===== src/hdl/otc_pkg.sv =====
package otc_pkg;
    // ****************************************
    // timing
    // ****************************************
    localparam int CLK_HZ = 50_000_000;
    localparam int SAMPLE_HZ = 8000;
    localparam int SAMPLE_DIV = CLK_HZ / SAMPLE_HZ;
    localparam int WINDOW_MS = 16;
    localparam int WINDOW_SAMPLES = SAMPLE_HZ * WINDOW_MS / 1000;

    // ****************************************
    // analysis bank
    // ****************************************
    localparam int NUM_TONES = 8;
    localparam int GROUP_SIZE = 4;
    localparam int IDX_W = 2;
    localparam int PHASE_W = 16;
    localparam int ENERGY_THRESHOLD = 20;
    localparam int TONE_HZ [NUM_TONES] = '{697, 770, 852, 941, 1209, 1336, 1477, 1633};
    localparam logic [PHASE_W-1:0] PHASE_RESET = 16'h0000;

    // rounded phase step per sample for a square reference at f_hz
    function automatic logic [PHASE_W-1:0] phase_step(input int f_hz);
        longint step;
        step = (longint'(f_hz) * 65536 + SAMPLE_HZ / 2) / SAMPLE_HZ;
        return step[PHASE_W-1:0];
    endfunction

    typedef enum logic [1:0] {
        OTC_IDLE = 2'b00,
        OTC_RUN = 2'b01,
        OTC_PUSH = 2'b10
    } otc_state_t;
endpackage


===== src/hdl/otc_pair_buf.sv =====
`timescale 1ns/1ps
module otc_pair_buf #(
    parameter int WIDTH = 8
) (
    input logic ref_clk,
    input logic reset,
    input logic in_valid,
    output logic in_ready,
    input logic [WIDTH-1:0] in_data,
    output logic out_valid,
    input logic out_ready,
    output logic [WIDTH-1:0] out_data
);
    logic [WIDTH-1:0] head_reg;
    logic [WIDTH-1:0] tail_reg;
    logic head_vld_reg;
    logic tail_vld_reg;
    logic push;
    logic pop;

    // ready comes from the tail flag so a stall downstream never drops a word
    assign in_ready = ~tail_vld_reg;
    assign out_valid = head_vld_reg;
    assign out_data = head_reg;
    assign push = in_valid & ~tail_vld_reg;
    assign pop = head_vld_reg & out_ready;

    always_ff @(posedge ref_clk) begin
        if (reset) begin
            head_vld_reg <= 1'b0;
            tail_vld_reg <= 1'b0;
        end else if (pop) begin
            if (tail_vld_reg) begin
                head_reg <= tail_reg;
                tail_vld_reg <= 1'b0;
            end else if (push) begin
                head_reg <= in_data;
            end else begin
                head_vld_reg <= 1'b0;
            end
        end else if (push) begin
            if (!head_vld_reg) begin
                head_reg <= in_data;
                head_vld_reg <= 1'b1;
            end else begin
                tail_reg <= in_data;
                tail_vld_reg <= 1'b1;
            end
        end
    end
endmodule


===== src/hdl/otc_correlator.sv =====
`timescale 1ns/1ps
// Function
// - The tone arrives already sliced to one bit and only that bit is sampled.
// - Each product of sample and reference is the XNOR of the two 0/1 bits.
// - At every sampling instant the input bit is compared with each square reference bit.
// - A match counts the counter up by one and a mismatch counts the same counter down by one.
// - A periodic tick at the sampling rate triggers each compare-and-update step.
// - Every analysis frequency has a sine-phase and a cosine-phase counter, both updated each sample.
// - At window end the energy is the unsigned sum of the magnitudes of the two counter values.
// - References exist for the eight nominal frequencies 697 to 1633 Hz, four per group.
// - Per group the largest energy is dominant and is accepted only above the threshold.
module otc_correlator
    import otc_pkg::*;
#(
    parameter int SAMPLE_DIV = otc_pkg::SAMPLE_DIV,
    parameter int WINDOW_SAMPLES = otc_pkg::WINDOW_SAMPLES,
    parameter int THRESHOLD = otc_pkg::ENERGY_THRESHOLD,
    parameter int CNT_W = $clog2(WINDOW_SAMPLES + 1) + 1
) (
    input logic ref_clk,
    input logic reset,
    input logic tone_bit,
    input logic window_start,
    output logic window_busy,
    output logic res_valid,
    input logic res_ready,
    output logic [otc_pkg::IDX_W-1:0] res_low_idx,
    output logic res_low_ok,
    output logic [CNT_W:0] res_low_energy,
    output logic [otc_pkg::IDX_W-1:0] res_high_idx,
    output logic res_high_ok,
    output logic [CNT_W:0] res_high_energy
);
    import otc_pkg::*;

    localparam int EN_W = CNT_W + 1;
    localparam int DIV_W = $clog2(SAMPLE_DIV + 1);
    localparam int SMP_W = $clog2(WINDOW_SAMPLES + 1);
    localparam int RES_W = 2 * (IDX_W + 1 + EN_W);
    localparam logic [DIV_W-1:0] DIV_LAST = DIV_W'(SAMPLE_DIV - 1);
    localparam logic [SMP_W-1:0] SMP_LAST = SMP_W'(WINDOW_SAMPLES - 1);
    localparam logic [EN_W-1:0] THR = EN_W'(THRESHOLD);

    // ****************************************
    // sampling tick and window sequencing
    // ****************************************
    otc_state_t state_reg;
    logic [DIV_W-1:0] div_reg;
    logic [SMP_W-1:0] smp_reg;
    logic tick;
    logic clear;
    logic busy_reg;
    logic buf_in_ready;
    logic push;

    assign tick = (div_reg == DIV_LAST);
    assign push = (state_reg == OTC_PUSH) && buf_in_ready;
    // a finished result also opens the next window, so windows follow back to back
    assign clear = window_start || push;

    always_ff @(posedge ref_clk) begin
        if (reset || clear) begin
            div_reg <= '0;
        end else if (tick) begin
            div_reg <= '0;
        end else begin
            div_reg <= div_reg + 1'b1;
        end
    end

    always_ff @(posedge ref_clk) begin
        if (reset) begin
            state_reg <= OTC_IDLE;
            smp_reg <= '0;
        end else if (clear) begin
            state_reg <= OTC_RUN;
            smp_reg <= '0;
        end else begin
            case (state_reg)
                OTC_RUN: begin
                    if (tick) begin
                        smp_reg <= smp_reg + 1'b1;
                        if (smp_reg == SMP_LAST) begin
                            state_reg <= OTC_PUSH;
                        end
                    end
                end
                default: begin
                    state_reg <= state_reg;
                end
            endcase
        end
    end

    always_ff @(posedge ref_clk) begin
        if (reset) begin
            busy_reg <= 1'b0;
        end else begin
            busy_reg <= clear || (state_reg == OTC_RUN);
        end
    end

    assign window_busy = busy_reg;

    // ****************************************
    // reference bank and match counters
    // ****************************************
    logic step;
    logic [EN_W-1:0] energy [NUM_TONES];

    assign step = tick && (state_reg == OTC_RUN);

    for (genvar t = 0; t < NUM_TONES; t++) begin : g_tone
        localparam logic [PHASE_W-1:0] INC = phase_step(TONE_HZ[t]);
        logic [PHASE_W-1:0] phase_reg;
        logic signed [CNT_W-1:0] sin_reg;
        logic signed [CNT_W-1:0] cos_reg;
        logic sin_ref;
        logic cos_ref;
        logic sin_hit;
        logic cos_hit;
        logic [CNT_W-1:0] sin_mag;
        logic [CNT_W-1:0] cos_mag;

        assign sin_ref = ~phase_reg[PHASE_W-1];
        // cosine square leads the sine square by a quarter turn
        assign cos_ref = ~(phase_reg[PHASE_W-1] ^ phase_reg[PHASE_W-2]);
        assign sin_hit = ~(tone_bit ^ sin_ref);
        assign cos_hit = ~(tone_bit ^ cos_ref);

        always_ff @(posedge ref_clk) begin
            if (reset || clear) begin
                phase_reg <= PHASE_RESET;
            end else if (step) begin
                phase_reg <= phase_reg + INC;
            end
        end

        always_ff @(posedge ref_clk) begin
            if (reset || clear) begin
                sin_reg <= '0;
                cos_reg <= '0;
            end else if (step) begin
                sin_reg <= sin_hit ? sin_reg + 1'b1 : sin_reg - 1'b1;
                cos_reg <= cos_hit ? cos_reg + 1'b1 : cos_reg - 1'b1;
            end
        end

        assign sin_mag = sin_reg[CNT_W-1] ? CNT_W'(-sin_reg) : CNT_W'(sin_reg);
        assign cos_mag = cos_reg[CNT_W-1] ? CNT_W'(-cos_reg) : CNT_W'(cos_reg);
        assign energy[t] = {1'b0, sin_mag} + {1'b0, cos_mag};
    end

    // ****************************************
    // dominant pick per group
    // ****************************************
    logic [IDX_W-1:0] low_idx;
    logic [IDX_W-1:0] high_idx;
    logic [EN_W-1:0] low_max;
    logic [EN_W-1:0] high_max;

    // ties keep the lower frequency
    always_comb begin
        low_idx = '0;
        high_idx = '0;
        low_max = energy[0];
        high_max = energy[GROUP_SIZE];
        for (int i = 1; i < GROUP_SIZE; i++) begin
            if (energy[i] > low_max) begin
                low_max = energy[i];
                low_idx = IDX_W'(i);
            end
            if (energy[GROUP_SIZE + i] > high_max) begin
                high_max = energy[GROUP_SIZE + i];
                high_idx = IDX_W'(i);
            end
        end
    end

    // ****************************************
    // result buffer
    // ****************************************
    logic [RES_W-1:0] res_word;
    logic [RES_W-1:0] out_word;

    assign res_word = {low_idx, (low_max > THR), low_max,
                       high_idx, (high_max > THR), high_max};

    otc_pair_buf #(
        .WIDTH(RES_W)
    ) u_buf (
        .ref_clk(ref_clk),
        .reset(reset),
        .in_valid(state_reg == OTC_PUSH),
        .in_ready(buf_in_ready),
        .in_data(res_word),
        .out_valid(res_valid),
        .out_ready(res_ready),
        .out_data(out_word)
    );

    assign {res_low_idx, res_low_ok, res_low_energy,
            res_high_idx, res_high_ok, res_high_energy} = out_word;
endmodule


===== config.mk =====
export PLATFORM = sky130hd
export DESIGN_NAME = otc_correlator
export DESIGN_NICKNAME = d
export VERILOG_FILES = /design/src/hdl/otc_pkg.sv /design/src/hdl/otc_pair_buf.sv /design/src/hdl/otc_correlator.sv
export SDC_FILE = /design/constraint.sdc
export NUM_CORES = 1
export LEC_CHECK = 0
export BUFFER_PORTS_ARGS = -buffer_cell sky130_fd_sc_hd__buf_2
export CAP_MARGIN = 25
export CORE_AREA = 2 2 290 292
export CTS_CLUSTER_SIZE = 14
export DETAILED_ROUTE_END_ITERATION = 7
export DIE_AREA = 0 0 292 294
export HOLD_SLACK_MARGIN = 0.15
export PLACE_DENSITY = 0.45
export SETUP_SLACK_MARGIN = 0.05
export SYNTH_ARGS = -nofsm -noshare
export SYNTH_HDL_FRONTEND = slang
export SYNTH_HIERARCHICAL = 1
export SYNTH_SLANG_ARGS = --single-unit

===== constraint.sdc =====
create_clock -name ref_clk -period 8.3 [get_ports ref_clk]
set_input_delay 0.415 -clock ref_clk [delete_from_list [all_inputs] [get_ports ref_clk]]
set_output_delay 0.415 -clock ref_clk [all_outputs]
set_load 0.1 [all_outputs]

# After elaboration in Yosys (flattened, before gate mapping)
# Cells that the tools add are included.
[word_totals]
ff_bits = 350
input_bits = 5
out_inout_bits = 28
word_cells = 236
[op_classes]
n_addsub = 66
order_cmp = 8
eq_ne = 7
muxes = 57
bitwise_logic = 45
reduce_logical = 20
[op_table]
columns = ["cell", "n"]
rows = [
  ["$mux 9", 32],
  ["$add 9x1->9 const B", 16],
  ["$neg 9->9", 16],
  ["$sub 9x1->9 const B", 16],
  ["$mux 26", 5],
  ["$add 9x9->10", 8],
  ["$add 16x13->16 const B", 4],
  ["$add 16x14->16 const B", 4],
  ["$gt 10x10->1", 6],
  ["$mux 10", 6],
  ["$xor 1x1->1", 24],
  ["$gt 10x5->1 const B", 2],
  ["$not 1->1", 19],
  ["$add 13x1->13 const B", 1],
  ["$eq 13x13->1 const B", 1],
  ["$mux 1", 10],
  ["$reduce_bool 2->1", 5],
  ["$reduce_and 3->1", 3],
  ["$add 8x1->8 const B", 1],
  ["$eq 8x7->1 const B", 1],
  ["$mux 2", 4],
  ["$reduce_and 4->1", 2],
  ["$ne 2x2->1 const B", 3],
  ["$reduce_or 2->1", 3],
  ["6 further kinds", 11],
]

# Logic depth before layout (Yosys ltp)
# Gate-level depths: netlist of run 1.
[logic_depth]
ltp_word = 13
mapped_depth = 49
mapped_depth_nobuf = 46

# Cells and area by module
# Netlist of run 1, hierarchy kept.
[modules_own_cells]
columns = ["mod", "instances", "cells_each", "area_per_inst_um2", "seq_area_each_um2"]
rows = [
  ["otc_correlator", 1, 2831, 22609.2, 5685.5],
  ["otc_pair_buf", 1, 93, 2064.5, 1601.5],
]

# Worst setup path before layout of run 1
# Ideal clock, no wire load.
[synth_path]
kind = "reg2reg"
startpoint = "reg g_tone[0].sin_reg[1]"
endpoint = "reg u_buf.head_reg[23], in the netlist u_buf/out_data[23], data pin"
setup_ns = 0.260
t_arrival_ns = 8.657
t_required_ns = 8.040
slack_ns = -0.617
path_stages_with_launch = 43
n_path_buf = 2
period_less_slack_ns = 8.917
path_cell_list = "dfxtp_1 -> inv_1 -> ha_1 -> nand2_1 -> o21a_1 -> inv_1 -> ha_1 -> a21o_1 -> a21oi_1 -> xnor2_1 -> inv_1 -> ha_1 -> a21o_1 -> a21o_1 -> a31oi_1 -> a21oi_1 -> maj3_1 -> maj3_1 -> [... 7 more ...] -> or3_1 -> a21oi_1 -> a211o_1 -> nand4_1 -> nand2_1 -> mux2i_1 -> ha_1 -> a21o_1 -> a21o_1 -> a221oi_1 -> o21ai_0 -> and2_1 -> clkbuf_1 -> nand2_1 -> o21ai_1 -> or4_1 -> a211o_1 -> mux2_4"
[synth_between]
elab_chain_cells = 13
elab_cells_between_ends = 15
cone_classes = "2 x add/sub; 4 x order compare; 9 x mux"
[synth_lines]
columns = ["item", "line", "rtl"]
rows = [
  ["start: declaration", "otc_correlator.sv:116", "logic signed [CNT_W-1:0] sin_reg;"],
  ["start signal: assignment", "otc_correlator.sv:144", "sin_reg <= sin_hit ? sin_reg + 1'b1 : sin_reg - 1'b1;"],
  ["$neg 9->9", "otc_correlator.sv:149", "assign sin_mag = sin_reg[CNT_W-1] ? CNT_W'(-sin_reg) : CNT_W'(sin_reg);"],
  ["$mux 9 *", "otc_correlator.sv:149", ""],
  ["$add 9x9->10 *", "otc_correlator.sv:151", "assign energy[t] = {1'b0, sin_mag} + {1'b0, cos_mag};"],
  ["$gt 10x10->1", "otc_correlator.sv:169", "if (energy[i] > low_max) begin"],
  ["$mux 10 *", "otc_correlator.sv:169", ""],
  ["$gt 10x10->1", "otc_correlator.sv:169", ""],
  ["$mux 10 *", "otc_correlator.sv:169", ""],
  ["$gt 10x10->1", "otc_correlator.sv:169", ""],
  ["$mux 10 *", "otc_correlator.sv:169", ""],
  ["net low_max[5]", "otc_correlator.sv:159", "logic [EN_W-1:0] low_max;"],
  ["$gt 10x5->1 *", "otc_correlator.sv:186", "assign res_word = {low_idx, (low_max > THR), low_max,"],
  ["net res_word[23]", "otc_correlator.sv:183", "logic [RES_W-1:0] res_word;"],
  ["$mux 26, on equally long branches", "otc_pair_buf.sv:42, otc_pair_buf.sv:36", ""],
  ["$mux 26, on equally long branches", "otc_pair_buf.sv:41, otc_pair_buf.sv:33", ""],
  ["$mux 26 *", "otc_pair_buf.sv:32", "end else if (pop) begin"],
  ["end signal: assignment", "otc_pair_buf.sv:34", "head_reg <= tail_reg;"],
  ["end signal: assignment", "otc_pair_buf.sv:37", "head_reg <= in_data;"],
  ["end signal: assignment", "otc_pair_buf.sv:43", "head_reg <= in_data;"],
  ["end: declaration", "otc_pair_buf.sv:14", "logic [WIDTH-1:0] head_reg;"],
]
# Mark *: on every way through the listed nets, which the timed path passes. The rest lies on a longest branch. The select of a mux whose other input is x is not followed.
# A chain may end at the register's enable or synchronous reset.

# Worst setup path after layout of run 1
# Same ends and word-level chain as after synthesis.

==> out/metrics.yaml, run 1 <==
initial_core_util: 0.298
yosys_most_used_dff: "dfxtp_1"
fmax_mhz: 121
grt_overflow: 0
whs_path_depth: 1
fin_setup_tns_ns: 0
finalSetupViolCount: 0
ant_nets: 0
postSynthCellCount: 2924
end_kind: "flop"
maxCapViolCount: 0
grt_pass1_vias: 19924
clk_pin_slew_ns: 0.06
ir_worst_vdd_mv: 0.114
dieArea_mm2: 0.0858
ctsRootBufferMaster: "clkbuf_16"
num_vias: 20214
synth_most_common_cell: "nor2_1"
power.density_mw_per_mm2: 129
cts_inserted_buffers: 43
portBuffers: 32
finalCriticalPeriod_ns: 8.26
cpPeakStageDelay_ns: 0.50
clock_sinks: 338
worst_pin_slew_ns: 0.971
required_ns: 8.65
synth.largest_area_cell: "dfxtp_1"
finalHoldViolations: 0
nets: 3397
dp_hpwl_um: 41500
synth_top_cell_area_share: 0.232
fin_ws_ns: 0.0396
diodes: 0
ys_ff_latch: 338
cts_buffer_depth: 3
ys_warn_count: 6
drc: 0
drv_slew: 0
synth_cell_types: 77
worst_path_max_delay_cell: "or4_1"
slew_headroom: 0.348
wl_um: 58800
antenna_found_initial: 0
status: "complete, no violations"
netlist_area_mm2: 0.0247
rsz0062_at_grt: "yes"
via_per_inst: 4.79
synth_nets: 3216
finClkSkew_ns: 0.0430
placed_area_mm2: 0.0271
arrival_ns: 8.61
cts_max_level: 2
core_mm2: 0.0829
grtUsageTotal: 0.135
r2r.worst_path.cells: 44
holdWs_ns: 0.479
die-height_um: 294
yosys-top-cells-area: "dfxtp_1 (23%), ha_1 (13%), xnor2_1 (11%), edfxtp_1 (6.3%), a21oi_1 (5.5%)"
synthArstFlopShare: 0
seq_area_frac_synth: 0.295
drt_pass1_iterations: 5
crit_type: "reg -> reg"
synth.top_cells.by_count: "nor2_1 (318), xnor2_1 (314), nand2_1 (297)"
syn_area_per_cell_um2: 8.44
grt_max_degree: 131
p_total_mw: 3.83
p_leak_nw: 13.2
grt_pass1_wl_um: 97800
fillers: 8429
drive_gt1_frac: 0.159
largest_register_ffs: 116
cts_tree: "built"
wl_per_cell_um: 13.9
drt-initial-drc-count: 754
post-place-ws_ns: -0.376
hold_class: "reg -> reg"
area_delta_synth_final_pct: 20.9
worstSetupStartpointType: "flop"
final.period_utilization: 0.995
synth-edff-count: 52
cp_max_fo: 6
place.gp.congestion: 0.853
final_area_mm2: 0.0298
clock_latency_ns: 0.60
fp-row-count: 106
fp.dieW_um: 292
io_pins: 33
## where the power goes
part	total (mW)	switching, mW	leakage [nW]	internal [mW]
sequential	1.66	0.00106	2.86	1.66
combinational	0.120	0.0788	9.60	0.0411
clock	2.06	0.787	0.750	1.27
## kinds of logic after synthesis
| kind of cell | Yosys count | synth area share |
|---|---|---|
| flops | 338 | 0.295 |
| simple gates | 854 | 0.154 |
| xor+xnor | 413 | 0.147 |
| mux | 47 | 0.0237 |
| compound gates | 716 | 0.184 |
| fa+ha+maj | 290 | 0.154 |
| buf+inv | 266 | 0.0418 |
## final timing paths
kind / from / end / slack [ns]
max: g_tone[0].sin_reg[1] / u_buf/out_data[23] / 0.04
min: div_reg[0] / div_reg[0] / 0.48
max reg2reg: g_tone[0].sin_reg[1] / u_buf/out_data[23] / 0.04
min reg2reg: div_reg[0] / div_reg[0] / 0.48
## repair_timing
action | 4_1_cts | 5_1_grt
buffers inserted | 13 | 25
hold endpoints to repair | 4 | 0
gates cloned | 0 | 1
endpoints found under the setup margin | 5 | 17
pin swaps | 19 | 82
hold buffers | 4 | 0
resized for setup | 44 | 140
## critical path, delay by kind of cell (launching register included)
kind / cells / cell delay, ns
compound gates: 17 / 2.76
fa+ha+maj: 7 / 1.73
simple gates: 10 / 1.66
mux: 3 / 0.69
buf+inv: 6 / 0.64
flops: 1 / 0.36
xor+xnor: 1 / 0.20
## metrics by stage
| stage | util | std cells |
|---|---|---|
| final | 0.360 | 4218 |
| after global routing | 0.360 | 4218 |
| after CTS | 0.350 | 4192 |
| after detailed placement | 0.327 | 4097 |
| after global placement | 0.327 | 4097 |
| after floorplan | - | 2924 |
## final cells by class
| type | instances | area (um2) | share of cell area |
|---|---|---|---|
| clock buffers | 60 | 1240 | 0.0416 |
| clock inverters | 18 | 310 | 0.0104 |
| inverters | 165 | 622 | 0.0209 |
| multi-input cells | 2320 | 17200 | 0.577 |
| flip-flops and latches | 338 | 7300 | 0.245 |
| well taps | 1080 | 1350 | 0.0453 |
| repair buffers | 237 | 1800 | 0.0603 |
## metal layers
| layer | vias to the layer above | GRT usage | wire (um) |
|---|---|---|---|
| li1 | 10496 | - | - |
| met1 | 9489 | 0.173 | 28400 |
| met2 | 162 | 0.236 | 27900 |
| met3 | 67 | 0.0172 | 1360 |
| met4 | 0 | 0.0348 | 1150 |
| met5 | - | 0 | 0 |
## cells in the final DEF, fill, tap and decap left out, types with 8 or more instances in the layout
cell and n:
dfxtp_1 275, o211ai_1 9, o21a_1 17, clkbuf_16 45
o21ai_2 16, ha_4 15, ha_1 245, mux2_4 20
mux2_2 9, nor3_1 19, buf_4 190, nor2b_1 11
a211oi_1 23, o21bai_1 55, o21ai_1 15, clkbuf_8 8
edfxtp_1 52, nor2_1 311, xnor2_1 300, nand4_1 26
a21oi_1 256, o41ai_1 11, and3_1 9, fa_1 22
nand2_1 290, buf_2 32, nor4b_1 18, nand3_1 34
a21oi_2 15, inv_1 157, or3_1 43, o21ai_0 77
clkbuf_1 8, xnor2_2 14, xor2_1 97, dfxtp_2 10
o31ai_1 20, nand2b_1 31, a21o_1 134
Note: power is estimated with default switching activity, not from simulation.
==> run 2: changes to the inputs <==
Settings changed: GPL_ROUTABILITY_DRIVEN from default to 0, SETUP_SLACK_MARGIN 0.05 to 0.5.
==> out/metrics.yaml, run 2 (same netlist as run 1, synthesis figures left out) <==
whs_path_depth: 2  # +1
grt_max_degree: 190  # +45%
cts_buffer_depth: 3  # unchanged
maxCapViolCount: 0  # unchanged
largest_register_ffs: 116  # unchanged
clock_latency_ns: 0.59  # about the same
grt_overflow: 0  # unchanged
fin_ws_ns: 0.127  # +0.0874 ns
worst_path_max_delay_cell: "or4_4"
placedCellCount: 4067  # -0.73%
final.period_utilization: 0.985  # -0.0105
wl_um: 58400  # -0.66%
nets: 3390  # -0.21%
cts_inserted_buffers: 43  # unchanged
ff_latch_area_mm2: 0.00733  # +0.39%
grtUsageTotal: 0.135  # about the same
post-place-ws_ns: -0.260  # +0.116 ns
r2r.worst_path.cells: 39  # -11%
most-common-layout-cells: "nor2_1 (305), xnor2_1 (295), nand2_1 (287)"
io_pins: 33  # unchanged
initial_core_util: 0.298  # unchanged
hold_end: "g_tone[1].phase_reg[3]"
layout.cells.non_filler: 4212  # -0.14%
rsz0062_at_grt: "yes"
clk_pin_slew_ns: 0.06  # about the same
power.density_mw_per_mm2: 124  # -3.7%
fmax_mhz: 122  # +1.1%
multiInputGateArea_mm2: 0.0175  # +1.7%
slew_headroom: 0.306  # -0.0418
drv_slew: 0  # unchanged
drt_pass1_iterations: 5  # unchanged
met2_usage: 0.235  # -0.000813
ctsRootBufferMaster: "clkbuf_16"
fillers: 8341  # -1.0%
cts_tree: "built"
gr-max-usage-layer: "met2"
arrival_ns: 8.50  # -0.11 ns
r2r_slack_ns: 0.13  # +0.09 ns
clock_sinks: 338  # unchanged
drt-initial-drc-count: 843  # +12%
finalSetupViolCount: 0  # unchanged
status: "complete, no violations"
worst_pin_slew_ns: 1.04  # +0.0696 ns
p_total_mw: 3.72  # -3.0%
layout_commonest_cell: "nor2_1"
dieArea_mm2: 0.0858  # unchanged
end_kind: "flop"
p_leak_nw: 13.3  # +0.51%
finClkSkew_ns: 0.0291  # -0.0140 ns
crit_type: "reg -> reg"
portBuffers: 32  # unchanged
wl_per_cell_um: 13.9  # -0.52%
worstSetupStartpointType: "flop"
num_vias: 20301  # +0.43%
drive_gt1_frac: 0.176  # +0.0169
grtUsageMet3: 0.0185  # +0.00128
antenna_found_initial: 0  # unchanged
ant_nets: 0  # unchanged
die-height_um: 294  # unchanged
dp_hpwl_um: 40800  # -1.6%
grt_pass1_wl_um: 98100  # +0.24%
finalHoldViolations: 0  # unchanged
core_mm2: 0.0829  # unchanged
grt_pass1_vias: 20187  # +1.3%
area_delta_synth_final_pct: 21.7
diodes: 0  # unchanged
met1_usage: 0.174  # about the same
required_ns: 8.63  # -0.02 ns
drc: 0  # unchanged
cts_max_level: 2  # unchanged
cp_max_fo: 5  # -1
finalCriticalPeriod_ns: 8.17  # -0.0874 ns
cpPeakStageDelay_ns: 0.55  # +0.05 ns
hp-start: "g_tone[1].phase_reg[3]"
hold_class: "reg -> reg"
ir_worst_vdd_mv: 0.127  # +11%
via_per_inst: 4.82  # +0.57%
fp.dieW_um: 292  # unchanged
regToRegStartpoint: "g_tone[4].sin_reg[3]"
fp-row-count: 106  # unchanged
rr_endpoint: "u_buf/out_data[10]"
## run 2: cell count changes in the layout (fill, tap and decap cells not counted), sizes merged
cell	change
inv	+1
clkinvlp	-2
buf	-6
bufinv	-4
clkinv	+5
## run 2: what timing repair did
item | 4_1_cts | 5_1_grt
endpoints found under the setup margin | 30 | 43
pin swaps | 71 | 72
resized for setup | 112 | 106
hold endpoints to repair | 4 | 0
cloned | 1 | 0
hold buffers | 4 | 0
setup buffers | 38 | 23
## run 2: critical path, delay by kind of cell (launching register included)
family,cells,cell delay [ns]
and+or+nand+nor,12,2.67
buffers and inverters,6,0.61
xor gates and xnor gates,1,0.09
DFF,1,0.34
adders and majority gates,4,1.20
AOI/OAI and AO/OA,14,2.67
muxes,2,0.35
## run 2: through the flow
stage                      util  area [um2]  hold WS [ns]  setup TNS [ns]
after floorplan               -       24900         0.445               0
after global placement    0.327       27100         0.460         -0.0433
after detailed placement  0.327       27100         0.470          -0.501
after CTS                 0.355       29400         0.477               0
after global routing      0.362       30000         0.495          -0.397
final                     0.362       30000         0.473               0
## run 2: area by class of cell
| type | instances | share of cell area |
|---|---|---|
| well taps | 1080 | 0.0450 |
| clock buffers | 61 | 0.0418 |
| flip-flops and latches | 338 | 0.244 |
| multi-input cells | 2320 | 0.582 |
| repair buffers | 230 | 0.0587 |
| inverters | 165 | 0.0210 |
| clock inverters | 18 | 0.00687 |
## run 2: layer usage
metal / part of all wire / wire, um
met1: 0.48 / 28200
met2: 0.48 / 27800
met3: 0.023 / 1330
met4: 0.019 / 1120
met5: 0 / 0
## run 2: where the power goes
part / total [mW] / internal, mW / switching (mW)
registers: 1.66 / 1.66 / 0.000989
logic: 0.122 / 0.0429 / 0.0795
clock network: 1.94 / 1.16 / 0.781
total: 3.72 / 2.86 / 0.861
## run 2: worst max path at each step
stage | startpoint | end | slack [ns] | cells past startpoint
finish | g_tone[4].sin_reg[3] | u_buf/out_data[10] | 0.13 | 39
global route | g_tone[4].cos_reg[1] | u_buf/out_data[10] | -0.29 | 45
CTS | g_tone[4].sin_reg[0] | u_buf/out_data[10] | 0.24 | 41
detailed placement | g_tone[0].cos_reg[1] | u_buf/out_data[23] | -0.26 | 41
global placement | g_tone[4].sin_reg[0] | u_buf/out_data[10] | -0.03 | 44
floorplan | g_tone[0].sin_reg[1] | u_buf/out_data[23] | 0.12 | 42
